<file path="src/hdl/psw_defs.svh">
// register offsets, field positions and reset values of the waveform core
`ifndef PSW_DEFS_SVH
`define PSW_DEFS_SVH

// register byte offsets
`define PSW_OFF_CTRL 12'h000
`define PSW_OFF_SET_A 12'h004
`define PSW_OFF_RESET_A 12'h008
`define PSW_OFF_SET_B 12'h00C
`define PSW_OFF_RESET_B 12'h010
`define PSW_OFF_OUT_CFG 12'h014
`define PSW_OFF_OUT_MTX 12'h018
`define PSW_OFF_STATUS 12'h01C

// control register fields
`define PSW_CTRL_RUN 0
`define PSW_CTRL_MODE 1
`define PSW_CTRL_FIFTY 3
`define PSW_CTRL_HOLD 4
`define PSW_CTRL_AUTO 5
`define PSW_CTRL_ENH 6
`define PSW_CTRL_LOC 7
`define PSW_CTRL_FEIE 9
`define PSW_CTRL_W 10

// reset_b_compare: divider sits above the 12-bit compare
`define PSW_FRAC_LSB 12
`define PSW_RB_W 16

// status register fields
`define PSW_ST_RUN 0
`define PSW_ST_FRAME 1
`define PSW_ST_STATE 5
`define PSW_ST_OUT_A 7
`define PSW_ST_OUT_B 8
`define PSW_ST_AUTO 9
`define PSW_ST_RBWR 10

// reset values
`define PSW_RST_CTRL 10'h000
`define PSW_RST_CMP 12'h000
`define PSW_RST_RB 16'h0000
`define PSW_RST_BYTE 8'h00

// next to last cycle of an enhanced frame, whose end raises the frame-end request
`define PSW_FRAME_LAST_IRQ 4'hE

`endif

</file>
<file path="src/hdl/psw_pkg.sv">
// types shared by the waveform timing core
`default_nettype none
package psw_pkg;

   // running modes, encoding as held in the control register
   typedef enum logic [1:0] {
      PSW_FOUR = 2'b00,
      PSW_TWO = 2'b01,
      PSW_ONE = 2'b10,
      PSW_CENTER = 2'b11
   } psw_mode_e;

   // ramp states, gray along the four ramp path
   typedef enum logic [1:0] {
      PSW_RA0 = 2'b00,
      PSW_RA1 = 2'b01,
      PSW_RB0 = 2'b11,
      PSW_RB1 = 2'b10
   } psw_state_e;

endpackage : psw_pkg
`default_nettype wire

</file>
<file path="src/hdl/psw_waveform_timing.sv">
// waveform timing core of the power stage unit with apb registers
// How it works
// - four ramp: on-time is reset compare, dead-time set compare plus two.
// - two ramp: on-time reset minus set, dead-time set plus one.
// - one ramp: single ramp, outputs overlap, set/reset thresholds on it.
// - center: up/down ramp, pulses centered, cycle twice reset-B plus two.
// - center mode ignores reset-A for waveforms; kept for conversion trigger.
// - fifty percent copies part B compares into part A.
// - stopped loads immediately; running loads whole set at cycle end; center mode loads at the top of its up ramp instead.
// - software may stop early; restart begins a fresh cycle.
// - auto-commit loads at cycle end after a reset-B write only.
// - auto-commit selection changes only at end of a cycle or while stopped.
// - hold blocks loading; after clearing, load at current cycle end.
// - hold and auto-commit cover config, matrix and all four compares.
// - auto-commit wins over hold when both are set.
// - enhanced mode groups 16 cycles; divider from reset-B bits 15:12.
// - location field picks which compares get the extra step.
// - lengthening per mode and location is zero, one or two clocks.
// - one/two ramp set locations alter width, not period.
// - d cycles of 16 lengthened in bit-reversed order, never cycle 15.
// - end of frame cycle 14 pulses a request when enabled.
// - new set loads at the top of the last ramp.
// - cycle is sub-cycle A then B, ends with end of B.
//
// The implementer's own choices: the APB slave port and the register offsets.
`default_nettype none
`include "psw_defs.svh"

module psw_waveform_timing
   import psw_pkg::*;
#(
   parameter int CMP_W = 12,
   parameter int FRAC_W = 4
) (
   // clock and reset
   input wire logic pclk,
   input wire logic presetn,
   // apb slave
   input wire logic psel,
   input wire logic penable,
   input wire logic pwrite,
   input wire logic [11:0] paddr,
   input wire logic [31:0] pwdata,
   output logic [31:0] prdata,
   output logic pready,
   output logic pslverr,
   // waveform outputs
   output logic out_part_a,
   output logic out_part_b,
   // events and values for neighbouring logic
   output logic cycle_end,
   output logic frame_end_irq,
   output logic generator_running,
   output logic [CMP_W-1:0] adc_trigger_compare,
   output logic [7:0] sync_output_config,
   output logic [7:0] output_matrix
);

   localparam int CNT_W = CMP_W + 1;
   localparam logic [CNT_W-1:0] ONE_C = CNT_W'(1);

   ////////////////////////////////////////////////////////////////////////
   // helpers

   // decode used by the error answer; read data decodes on its own
   function automatic logic is_mapped(input logic [11:0] a);
      if (a == `PSW_OFF_CTRL) is_mapped = 1'b1;
      else if (a == `PSW_OFF_SET_A) is_mapped = 1'b1;
      else if (a == `PSW_OFF_RESET_A) is_mapped = 1'b1;
      else if (a == `PSW_OFF_SET_B) is_mapped = 1'b1;
      else if (a == `PSW_OFF_RESET_B) is_mapped = 1'b1;
      else if (a == `PSW_OFF_OUT_CFG) is_mapped = 1'b1;
      else if (a == `PSW_OFF_OUT_MTX) is_mapped = 1'b1;
      else if (a == `PSW_OFF_STATUS) is_mapped = 1'b1;
      else is_mapped = 1'b0;
   endfunction : is_mapped

   // bit reversal gives the even spread 0,8,4,12,2,...
   function automatic logic [3:0] bitrev4(input logic [3:0] v);
      bitrev4 = {v[0], v[1], v[2], v[3]};
   endfunction : bitrev4

   // length minus one, a zero length still takes one clock
   function automatic logic [CNT_W-1:0] last_of(
      input logic [CNT_W-1:0] len);
      last_of = (len == '0) ? '0 : len - ONE_C;
   endfunction : last_of

   ////////////////////////////////////////////////////////////////////////
   // software visible buffers

   logic [`PSW_CTRL_W-1:0] ctrl;
   logic [CMP_W-1:0] buf_sa;
   logic [CMP_W-1:0] buf_ra;
   logic [CMP_W-1:0] buf_sb;
   logic [`PSW_RB_W-1:0] buf_rb;
   logic [7:0] buf_cfg;
   logic [7:0] buf_mtx;

   logic wr;
   logic run;
   psw_mode_e mode;
   logic fifty;
   logic hold;
   logic auto_sel;
   logic enh;
   logic [1:0] loc;
   logic feie;

   assign wr = psel & penable & pwrite;
   assign run = ctrl[`PSW_CTRL_RUN];
   assign mode = psw_mode_e'(ctrl[`PSW_CTRL_MODE +: 2]);
   assign fifty = ctrl[`PSW_CTRL_FIFTY];
   assign hold = ctrl[`PSW_CTRL_HOLD];
   assign auto_sel = ctrl[`PSW_CTRL_AUTO];
   assign enh = ctrl[`PSW_CTRL_ENH];
   assign loc = ctrl[`PSW_CTRL_LOC +: 2];
   assign feie = ctrl[`PSW_CTRL_FEIE];

   // zero wait state slave
   assign pready = 1'b1;
   assign pslverr = psel & penable & ~is_mapped(paddr);

   // register writes; buffers never touch the running waveform directly
   always_ff @(posedge pclk or negedge presetn) begin
      if (!presetn) begin
         ctrl <= `PSW_RST_CTRL;
         buf_sa <= `PSW_RST_CMP;
         buf_ra <= `PSW_RST_CMP;
         buf_sb <= `PSW_RST_CMP;
         buf_rb <= `PSW_RST_RB;
         buf_cfg <= `PSW_RST_BYTE;
         buf_mtx <= `PSW_RST_BYTE;
      end else if (wr) begin
         if (paddr == `PSW_OFF_CTRL) begin
            ctrl <= pwdata[`PSW_CTRL_W-1:0];
         end else if (paddr == `PSW_OFF_SET_A) begin
            buf_sa <= pwdata[CMP_W-1:0];
         end else if (paddr == `PSW_OFF_RESET_A) begin
            buf_ra <= pwdata[CMP_W-1:0];
         end else if (paddr == `PSW_OFF_SET_B) begin
            buf_sb <= pwdata[CMP_W-1:0];
         end else if (paddr == `PSW_OFF_RESET_B) begin
            buf_rb <= pwdata[`PSW_RB_W-1:0];
         end else if (paddr == `PSW_OFF_OUT_CFG) begin
            buf_cfg <= pwdata[7:0];
         end else if (paddr == `PSW_OFF_OUT_MTX) begin
            buf_mtx <= pwdata[7:0];
         end
      end
   end

   ////////////////////////////////////////////////////////////////////////
   // working set and commit control

   logic [CMP_W-1:0] w_sa;
   logic [CMP_W-1:0] w_ra;
   logic [CMP_W-1:0] w_sb;
   logic [`PSW_RB_W-1:0] w_rb;
   logic auto_eff;
   logic rb_wr_seen;
   logic load_pt;
   logic cyc_end;
   logic do_commit;

   // auto-commit first, hold only matters without it
   assign do_commit = ~run
      | (load_pt & (auto_eff ? rb_wr_seen : ~hold));

   // whole set moves together so no cycle mixes old and new
   always_ff @(posedge pclk or negedge presetn) begin
      if (!presetn) begin
         w_sa <= `PSW_RST_CMP;
         w_ra <= `PSW_RST_CMP;
         w_sb <= `PSW_RST_CMP;
         w_rb <= `PSW_RST_RB;
         sync_output_config <= `PSW_RST_BYTE;
         output_matrix <= `PSW_RST_BYTE;
      end else if (do_commit) begin
         w_sa <= buf_sa;
         w_ra <= buf_ra;
         w_sb <= buf_sb;
         w_rb <= buf_rb;
         sync_output_config <= buf_cfg;
         output_matrix <= buf_mtx;
      end
   end

   // a reset-B write while running arms the auto-commit load
   always_ff @(posedge pclk or negedge presetn) begin
      if (!presetn) begin
         rb_wr_seen <= 1'b0;
      end else if (wr && paddr == `PSW_OFF_RESET_B && run) begin
         rb_wr_seen <= 1'b1;
      end else if (do_commit) begin
         rb_wr_seen <= 1'b0;
      end
   end

   // selection itself only switches at a cycle end or while stopped
   always_ff @(posedge pclk or negedge presetn) begin
      if (!presetn) begin
         auto_eff <= 1'b0;
      end else if (!run || cyc_end) begin
         auto_eff <= auto_sel;
      end
   end

   ////////////////////////////////////////////////////////////////////////
   // effective compares and enhanced modulation

   logic [3:0] frame_idx;
   logic [FRAC_W-1:0] frac;
   logic modul;
   logic [CMP_W-1:0] s_a;
   logic [CMP_W-1:0] r_a;
   logic [CNT_W-1:0] e_sa;
   logic [CNT_W-1:0] e_ra;
   logic [CNT_W-1:0] e_sb;
   logic [CNT_W-1:0] e_rb;
   logic add_sa;
   logic add_ra;
   logic add_sb;
   logic add_rb;

   assign frac = w_rb[`PSW_FRAC_LSB +: FRAC_W];
   assign modul = enh & (bitrev4(frame_idx) < frac);
   assign s_a = fifty ? w_sb : w_sa;
   assign r_a = fifty ? w_rb[CMP_W-1:0] : w_ra;

   // extra step per location; center lengthens both ramps instead
   always_comb begin
      add_sa = 1'b0;
      add_ra = 1'b0;
      add_sb = 1'b0;
      add_rb = 1'b0;
      if (modul && mode != PSW_CENTER) begin
         add_rb = ~loc[1];
         add_ra = (loc == 2'b01);
         add_sb = loc[1];
         add_sa = (loc == 2'b11);
      end
   end

   assign e_sa = {1'b0, s_a} + CNT_W'(add_sa);
   assign e_ra = {1'b0, r_a} + CNT_W'(add_ra);
   assign e_sb = {1'b0, w_sb} + CNT_W'(add_sb);
   assign e_rb = {1'b0, w_rb[CMP_W-1:0]} + CNT_W'(add_rb);

   ////////////////////////////////////////////////////////////////////////
   // ramp sequencer

   psw_state_e state;
   psw_state_e next_state;
   psw_state_e first_state;
   logic [CNT_W-1:0] cnt;
   logic [CNT_W-1:0] top;
   logic ramp_end;

   // terminal count of the ramp in progress
   always_comb begin
      top = e_rb;
      first_state = PSW_RB1;
      case (mode)
         PSW_FOUR: begin
            first_state = PSW_RA0;
            case (state)
               PSW_RA0: top = e_sa + ONE_C;
               PSW_RA1: top = last_of(e_ra);
               PSW_RB0: top = e_sb + ONE_C;
               default: top = last_of(e_rb);
            endcase
         end
         PSW_TWO: begin
            first_state = PSW_RA1;
            top = (state == PSW_RA1) ? e_ra : e_rb;
         end
         PSW_ONE: begin
            top = e_rb;
         end
         default: begin
            first_state = PSW_RB0;
            top = e_rb + CNT_W'(modul);
         end
      endcase
   end

   // center goes down on its second ramp and ends at zero
   assign ramp_end = (mode == PSW_CENTER && state == PSW_RB1)
      ? (cnt == '0) : (cnt == top);
   assign cyc_end = run & ramp_end & (state == PSW_RB1);
   assign load_pt = run & ramp_end
      & (state == ((mode == PSW_CENTER) ? PSW_RB0 : PSW_RB1));

   // successor ramp per mode
   always_comb begin
      next_state = first_state;
      case (mode)
         PSW_FOUR: begin
            case (state)
               PSW_RA0: next_state = PSW_RA1;
               PSW_RA1: next_state = PSW_RB0;
               PSW_RB0: next_state = PSW_RB1;
               default: next_state = PSW_RA0;
            endcase
         end
         PSW_TWO: begin
            next_state = (state == PSW_RA1) ? PSW_RB1 : PSW_RA1;
         end
         PSW_ONE: begin
            next_state = PSW_RB1;
         end
         default: begin
            next_state = (state == PSW_RB0) ? PSW_RB1 : PSW_RB0;
         end
      endcase
   end

   // stopped: parked at the first ramp so a restart is a fresh cycle
   always_ff @(posedge pclk or negedge presetn) begin
      if (!presetn) begin
         state <= PSW_RA0;
         cnt <= '0;
      end else if (!run) begin
         state <= first_state;
         cnt <= '0;
      end else if (ramp_end) begin
         state <= next_state;
         if (mode == PSW_CENTER && state == PSW_RB0) begin
            cnt <= top;
         end else begin
            cnt <= '0;
         end
      end else if (mode == PSW_CENTER && state == PSW_RB1) begin
         cnt <= cnt - ONE_C;
      end else begin
         cnt <= cnt + ONE_C;
      end
   end

   ////////////////////////////////////////////////////////////////////////
   // output levels

   logic lvl_a;
   logic lvl_b;

   // compare of ramp position against effective thresholds
   always_comb begin
      lvl_a = 1'b0;
      lvl_b = 1'b0;
      case (mode)
         PSW_FOUR: begin
            lvl_a = (state == PSW_RA1);
            lvl_b = (state == PSW_RB1);
         end
         PSW_TWO: begin
            lvl_a = (state == PSW_RA1) && (cnt > e_sa);
            lvl_b = (state == PSW_RB1) && (cnt > e_sb);
         end
         PSW_ONE: begin
            lvl_a = (cnt > e_sa) && (cnt <= e_ra);
            lvl_b = (cnt > e_sb) && (cnt <= e_rb);
         end
         default: begin
            // reset-A plays no part here
            lvl_a = (cnt < e_sa);
            lvl_b = (cnt >= e_sb);
         end
      endcase
   end

   // outputs registered, low while stopped
   always_ff @(posedge pclk or negedge presetn) begin
      if (!presetn) begin
         out_part_a <= 1'b0;
         out_part_b <= 1'b0;
      end else begin
         out_part_a <= run & lvl_a;
         out_part_b <= run & lvl_b;
      end
   end

   // conversion trigger keeps reset-A even in center mode
   assign adc_trigger_compare = r_a;
   assign generator_running = run;

   ////////////////////////////////////////////////////////////////////////
   // frame position and events

   // restarts from zero on every start
   always_ff @(posedge pclk or negedge presetn) begin
      if (!presetn) begin
         frame_idx <= '0;
      end else if (!run) begin
         frame_idx <= '0;
      end else if (cyc_end) begin
         frame_idx <= frame_idx + 4'h1;
      end
   end

   // one-cycle pulses for the surrounding logic
   always_ff @(posedge pclk or negedge presetn) begin
      if (!presetn) begin
         cycle_end <= 1'b0;
         frame_end_irq <= 1'b0;
      end else begin
         cycle_end <= cyc_end;
         frame_end_irq <= cyc_end & enh & feie
            & (frame_idx == `PSW_FRAME_LAST_IRQ);
      end
   end

   ////////////////////////////////////////////////////////////////////////
   // read data, captured in the setup phase

   always_ff @(posedge pclk or negedge presetn) begin
      if (!presetn) begin
         prdata <= '0;
      end else if (psel && !penable && !pwrite) begin
         prdata <= '0;
         if (paddr == `PSW_OFF_CTRL) begin
            prdata[`PSW_CTRL_W-1:0] <= ctrl;
         end else if (paddr == `PSW_OFF_SET_A) begin
            prdata[CMP_W-1:0] <= buf_sa;
         end else if (paddr == `PSW_OFF_RESET_A) begin
            prdata[CMP_W-1:0] <= buf_ra;
         end else if (paddr == `PSW_OFF_SET_B) begin
            prdata[CMP_W-1:0] <= buf_sb;
         end else if (paddr == `PSW_OFF_RESET_B) begin
            prdata[`PSW_RB_W-1:0] <= buf_rb;
         end else if (paddr == `PSW_OFF_OUT_CFG) begin
            prdata[7:0] <= buf_cfg;
         end else if (paddr == `PSW_OFF_OUT_MTX) begin
            prdata[7:0] <= buf_mtx;
         end else if (paddr == `PSW_OFF_STATUS) begin
            prdata[`PSW_ST_RUN] <= run;
            prdata[`PSW_ST_FRAME +: 4] <= frame_idx;
            prdata[`PSW_ST_STATE +: 2] <= state;
            prdata[`PSW_ST_OUT_A] <= out_part_a;
            prdata[`PSW_ST_OUT_B] <= out_part_b;
            prdata[`PSW_ST_AUTO] <= auto_eff;
            prdata[`PSW_ST_RBWR] <= rb_wr_seen;
         end
      end
   end

endmodule : psw_waveform_timing
`default_nettype wire

</file>
<file path="config.mk">
export PLATFORM = sky130hd
export DESIGN_NAME = psw_waveform_timing
export DESIGN_NICKNAME = d
export VERILOG_FILES = /design/src/hdl/psw_pkg.sv /design/src/hdl/psw_waveform_timing.sv
export VERILOG_INCLUDE_DIRS = /design/src /design/src/hdl
export SDC_FILE = /design/constraint.sdc
export NUM_CORES = 1
export LEC_CHECK = 0
export BUFFER_PORTS_ARGS = -buffer_cell sky130_fd_sc_hd__buf_2
export CORE_ASPECT_RATIO = 0.75
export CORE_MARGIN = 8
export CORE_UTILIZATION = 61
export DETAILED_ROUTE_END_ITERATION = 10
export HOLD_SLACK_MARGIN = 0.1
export MAX_ROUTING_LAYER = met4
export PLACE_DENSITY_LB_ADDON = 0.3
export SLEW_MARGIN = 20
export SYNTH_ARGS = -nofsm -noshare
export SYNTH_HDL_FRONTEND = slang
export SYNTH_SLANG_ARGS = --single-unit
</file>
<file path="constraint.sdc">
create_clock -name pclk -period 8.3 [get_ports pclk]
set_input_delay 0.83 -clock pclk [delete_from_list [all_inputs] [get_ports pclk]]
set_output_delay 0.83 -clock pclk [all_outputs]
set_load 0.01 [all_outputs]
</file>
# ---- Word-level counts from Yosys, hierarchy flattened
# Cells that the tools add are included.
dict set report totals {
  latch_bits 0
  word_cells 170
  mem_bits_rw 0
  output_inout_bits 67
  mem_count 0
  romBits 0
  in_bits 49
  reg_bits 187
}
dict set report classes {
  muxes 54
  reduce_logical 29
  n_lt_le_gt_ge 7
  shifts 0
  mul 0
  eq_ne 21
  bitwise_logic 24
  n_addsub 12
  div 0
}
# op n
set ops {}
lappend ops {{13-bit two-way mux} 7}
lappend ops {{13-bit one-hot mux with 3 select lines} 2}
lappend ops {{12-bit two-way mux} 5}
lappend ops {{12-bit by 1-bit adder with 13-bit output} 4}
lappend ops {{12-bit by 5-bit == test with 1-bit output (second input constant)} 4}
lappend ops {{13-bit by 1-bit adder with 13-bit output (second input constant)} 3}
lappend ops {{13-bit logical NOT} 3}
lappend ops {{13-bit by 1-bit subtractor with 13-bit output (second input constant)} 3}
lappend ops {{13-bit greater-than comparator} 2}
lappend ops {{13-bit less-or-equal comparator} 2}
lappend ops {{12-bit by 4-bit == test with 1-bit output (second input constant)} 2}
lappend ops {{11-bit two-way mux} 2}
lappend ops {{4-bit two-way mux} 5}
lappend ops {{1-bit two-way mux} 18}
lappend ops {{2-bit one-hot mux with 3 select lines} 3}
lappend ops {{8-bit two-way mux} 2}
lappend ops {{13-bit by 1-bit adder with 13-bit output} 1}
lappend ops {{1-bit AND} 13}
lappend ops {{13-bit == test} 1}
lappend ops {{13-bit greater-or-equal comparator} 1}
lappend ops {{13-bit < comparator} 1}
lappend ops {{12-bit by 3-bit == test with 1-bit output (second input constant)} 1}
lappend ops {{12-bit logical NOT} 1}
lappend ops {{1-bit logical AND} 11}
lappend ops {{27 further kinds} 50}

# ---- Logic depth before layout (Yosys ltp)
dict set report depth {
  depth_word 17
  ltp_mapped 27
  depth_no_buf 25
}

# ---- Worst setup path after synthesis
# OpenSTA, ideal clock, no wires.
dict set report synth_path {
  path_type {register to register}
  start {register ctrl[1]}
  end {register output_matrix[3]}
  path_slack_ns 1.902
  arrival_ns 6.271
  setup_time_ns 0.127
  t_required_ns 8.173
  path_stages_with_launch 26
  period_less_slack_ns 6.398
  path_cell_list {dfrtp_1 ha_1 clkbuf_1 clkbuf_1 clkbuf_1 clkbuf_1 nor3b_1 ha_1 ha_1 inv_1 ha_1 or4b_2 o31ai_1 nand2_1 o41a_1 nand2_1 a221oi_1 mux2_1 a2111oi_0 nand4_1 nor4_4 a21oi_2 o21ai_4 buf_6 buf_6 mux2_1}
}
dict set report synth_via {
  elab_chain_len 14
  word_cells_on_any_way 35
  classes_between {9 x add/sub; 6 x eq/ne; 11 x mux; 4 x bitwise; 5 x reduce/logical}
}
# item line
set synth_lines {}
lappend synth_lines {{start, declared} psw_waveform_timing.sv:92} ;# logic [`PSW_CTRL_W-1:0] ctrl;
lappend synth_lines {{start signal, assigned} psw_waveform_timing.sv:127} ;# ctrl <= `PSW_RST_CTRL;
lappend synth_lines {{start signal, assigned} psw_waveform_timing.sv:136} ;# ctrl <= pwdata[`PSW_CTRL_W-1:0];
lappend synth_lines {{2-bit inequality test} psw_waveform_timing.sv:237} ;# if (modul && mode != PSW_CENTER) begin
lappend synth_lines {{1-bit logical AND} psw_waveform_timing.sv:237}
lappend synth_lines {{1-bit two-way mux} psw_waveform_timing.sv:237}
lappend synth_lines {{12-bit by 1-bit adder with 13-bit output, on equally long branches} {psw_waveform_timing.sv:248, psw_waveform_timing.sv:246}}
lappend synth_lines {{13-bit by 1-bit subtractor with 13-bit output / 13-bit logical NOT (equally long branches)} psw_waveform_timing.sv:86} ;# last_of = (len == '0) ? '0 : len - ONE_C;
lappend synth_lines {{13-bit two-way mux} psw_waveform_timing.sv:86}
lappend synth_lines {{13-bit one-hot mux with 3 select lines} psw_waveform_timing.sv:267} ;# case (state)
lappend synth_lines {{13-bit one-hot mux with 3 select lines} psw_waveform_timing.sv:264} ;# case (mode)
lappend synth_lines {{13-bit == test} psw_waveform_timing.sv:290} ;# ? (cnt == '0) : (cnt == top);
lappend synth_lines {{1-bit two-way mux} psw_waveform_timing.sv:290}
lappend synth_lines {{1-bit AND} psw_waveform_timing.sv:292} ;# assign load_pt = run & ramp_end
lappend synth_lines {{1-bit AND *} psw_waveform_timing.sv:293} ;# & (state == ((mode == PSW_CENTER) ? PSW_RB0 : PSW_RB1));
lappend synth_lines {{1-bit AND *} psw_waveform_timing.sv:168} ;# | (load_pt & (auto_eff ? rb_wr_seen : ~hold));
lappend synth_lines {{1-bit OR *} psw_waveform_timing.sv:168}
lappend synth_lines {{end signal, assigned} psw_waveform_timing.sv:178} ;# output_matrix <= `PSW_RST_BYTE;
lappend synth_lines {{end signal, assigned} psw_waveform_timing.sv:185} ;# output_matrix <= buf_mtx;
lappend synth_lines {{end, declared} psw_waveform_timing.sv:56} ;# output logic [7:0] output_matrix
# Every way passes the cells marked *; elsewhere a longest branch is shown, timed or not.
# A chain may end at the register's enable or synchronous reset.

# ---- Final worst setup path
dict set report layout_path {
  start {register frame_idx[2]}
  end {register output_matrix[5]}
}
dict set report layout_via {
  elab_chain_len 15
  word_cells_on_any_way 29
  classes_between {9 x add/sub; 1 x order compare; 1 x eq/ne; 10 x mux; 5 x bitwise; 3 x reduce/logical}
}
# item line
set layout_lines {}
lappend layout_lines {{start, declared} psw_waveform_timing.sv:212} ;# logic [3:0] frame_idx;
lappend layout_lines {{start signal, assigned} psw_waveform_timing.sv:397} ;# frame_idx <= frame_idx + 4'h1;
lappend layout_lines {{4-bit < comparator *} psw_waveform_timing.sv:227} ;# assign modul = enh & (bitrev4(frame_idx) < frac);
lappend layout_lines {{1-bit AND *} psw_waveform_timing.sv:227}
lappend layout_lines {{1-bit logical AND} psw_waveform_timing.sv:237}
lappend layout_lines {{1-bit two-way mux} psw_waveform_timing.sv:237}
lappend layout_lines {{12-bit by 1-bit adder with 13-bit output, on equally long branches} {psw_waveform_timing.sv:248, psw_waveform_timing.sv:246}}
lappend layout_lines {{13-bit by 1-bit subtractor with 13-bit output / 13-bit logical NOT (equally long branches)} psw_waveform_timing.sv:86}
lappend layout_lines {{13-bit two-way mux} psw_waveform_timing.sv:86}
lappend layout_lines {{13-bit one-hot mux with 3 select lines} psw_waveform_timing.sv:267}
lappend layout_lines {{13-bit one-hot mux with 3 select lines *} psw_waveform_timing.sv:264}
lappend layout_lines {{13-bit == test *} psw_waveform_timing.sv:290}
lappend layout_lines {{1-bit two-way mux *} psw_waveform_timing.sv:290}
lappend layout_lines {{1-bit AND *} psw_waveform_timing.sv:292}
lappend layout_lines {{1-bit AND *} psw_waveform_timing.sv:293}
lappend layout_lines {{1-bit AND *} psw_waveform_timing.sv:168}
lappend layout_lines {{1-bit OR *} psw_waveform_timing.sv:168}
# Marked as above.

==> results.cfg <==
[clocking]
root_buffer = clkbuf_16
clk_path_buf_depth = 2
htreeDepth = 4
cts_tree = built
holdBufCountCts = 0
cts_resized = 0
cts_made_buffers = 17
cts_setup_buffers = 0
clkSinkCount = 187
clk_pin_slew_ns = 0.08
clk_latency_ns = 0.44

[finish]
fill_cells = 1837
regArea_mm2 = 0.00468
drive_gt1_frac = 0.170
final_common_cell = dfrtp_1
antenna_cells = 0
mostFrequentLayoutCells = dfrtp_1, mux2_2, nand2_1
nets = 1641
multi_input_area_mm2 = 0.00873
syn2layout_area_growth_pct = 7.87
layout.cells.non_filler = 1817

[route]
drt_iter0_drc = 1525
ant_nets = 0
via_count = 12400
via_per_inst = 6.83
wl_mm = 46.5
wire_per_inst_um = 25.6
first_pass_iters = 6
drc = 0

[critical_path]
critical_path_class = register to register
required_ns = 8.62
start_kind = register
arrival_ns = 7.67
crit_path_max_fanout = 68
end_kind = register

[power_and_ir_drop]
p_clk_frac = 0.447
power.switching_uw = 454
netSwitchingFraction = 0.247
seqPwrFrac = 0.503
p_int_uw = 1380
peakVddDrop_mv = 0.245
combPwrFrac = 0.050
power.density_mw_per_mm2 = 121
leakagePower_uw = 0.00700

[yosys]
ys_ff_latch = 187
netlist_area_mm2 = 0.0140
yosys.area.top_type = dfrtp_1
async_flop_share = 1.00
synth_area_per_cell_um2 = 9.54
syn-instance-count = 1470
synth_enable_flop_cells = 0
synth_top_area_frac = 0.334
synth.area.top_cells = dfrtp_1, mux2_2, ha_1
yosysSeqAreaShare = 0.334
ys.flop_type = dfrtp_1
yosysUniqueCellTypes = 86
ys_warn_count = 0

[place]
io_buffers = 82
gp_congestion = 1.02
place_inst = 1784
dp_hpwl_mm = 34.8

[timing]
setup_tns_ns = 0
period_needed_ns = 7.35
fmax_mhz = 136
finalMaxSlewViolations = 0
hold_violations = 0
relSlewSlack = 0.246
setup_violations = 0
finalClockSkew_ns = 0.0123
tightest_slew_ns = 1.12
fin_crit_sh = 0.886
rsz0062_at_grt = false

[floorplan]
fp.dieW_um = 191
start_util = 0.615
die_h_um = 147
core_area_mm2 = 0.0228
ios = 116
num_rows = 48
dieArea_mm2 = 0.0282

[hold_path]
hold_class = input port to async pin

[global_routing]
antenna_found_initial = 0
grt_pass1_vias = 11700
track_usage = 0.337
grt.overflow.total = 0
grt_pass1_wl_mm = 70.9
grt_max_degree = 128

[outcome]
outcome = finished clean

[flow_run]
max-cap-violations = 0
==> through the flow <==
stage | area [um^2] | total power, uW | hold slack [ns] | setup slack (ns) | util
after floorplan | 14100 | 984 | 0.454 | 1.90 | -
after global placement | 14500 | 1030 | 0.460 | 1.32 | 0.636
after detailed placement | 14500 | 1030 | 0.471 | 1.18 | 0.636
after CTS | 15100 | 1840 | 0.487 | 1.11 | 0.662
after global routing | 15100 | 1880 | 0.280 | 0.654 | 0.663
final | 15100 | 1840 | 0.268 | 0.950 | 0.663
==> final timing paths <==
path                                   from                to  slack, ns  cells after the start
max                            frame_idx[2]  output_matrix[5]       0.95                     25
min                                 presetn         buf_sa[4]       0.27                      1
max reg2reg                    frame_idx[2]  output_matrix[5]       0.95                     25
min reg2reg                output_matrix[7]  output_matrix[7]       0.48                      1
max in group asynchronous           presetn           ctrl[3]       6.93                      2
min in group pclk          output_matrix[7]  output_matrix[7]       0.48                      1
==> cell type report <==
cell class              instances  area share
clock inverters                12     0.00843
clock buffers                  20      0.0302
flip-flops and latches        187       0.309
repair buffers                 95      0.0363
multi-input cells            1146       0.577
well taps                     300      0.0248
inverters                      57      0.0141
==> state kept, by name (all words and copies together) (netlist names), 10 cells and up <==
signal  flops
buf_rb     16
prdata     16
w_rb       16
cnt        13
buf_ra     12
buf_sa     12
buf_sb     12
w_ra       12
w_sa       12
w_sb       12
ctrl       10
==> synth_stat cells (27+ instances only) <==
cell type and instances:
xnor2_1 55, mux2_1 60, inv_1 53, nor2_1 66, xor2_1 27, mux2_2 102, nor3_1 29, a21oi_1 72
mux2i_1 33, nand3_1 71, dfrtp_1 187, nand4_1 28, nand2_1 89, o21ai_0 61, clkbuf_1 61, ha_1 87
==> worst max-delay path, stage by stage, from the launching register on <==
cell      delay, ns
dfrtp_1        0.46
ha_1           0.31
a21oi_1        0.12
nor2b_1        0.06
o21ai_0        0.13
and3b_1        0.23
nor3b_1        0.25
ha_1           0.33
ha_1           0.35
inv_1          0.13
ha_1           0.25
or4b_2         0.61
o31ai_1        0.20
nand2_1        0.22
nor3_1         0.47
mux2_2         0.39
o21ai_0        0.24
a22oi_1        0.25
o311a_1        0.21
a2111o_1       0.44
nor4_4         0.25
a21oi_2        0.09
buf_4          0.25
o21ai_4        0.20
buf_12         0.36
mux2_1         0.39
==> layer usage <==
| layer | global-route usage | wire length [um] |
|---|---|---|
| met3 | 0.111 | 5770 |
| met5 | - | 0 |
| met1 | 0.468 | 20300 |
| met2 | 0.474 | 19800 |
| met4 | 0.0691 | 690 |
==> cell families after synthesis <==
kind of cell               share of synthesized area
other                                       0.000535
xor gates and xnor gates                      0.0512
muxes                                          0.159
AOI/OAI and AO/OA                              0.160
and+or+nand+nor                                0.165
adders and majority gates                     0.0812
DFF                                            0.334
buffers and inverters                         0.0495
==> power groups by stage <==
stage	logic, uW	registers, uW	clock network, uW
2_1_floorplan	38.8	945	0
3_3_place_gp	87.2	942	0
3_5_place_dp	88.7	942	0
4_1_cts	89.6	924	823
5_1_grt	101	925	855
6_report	92.7	924	821
Power figures use the tool's default switching activity.
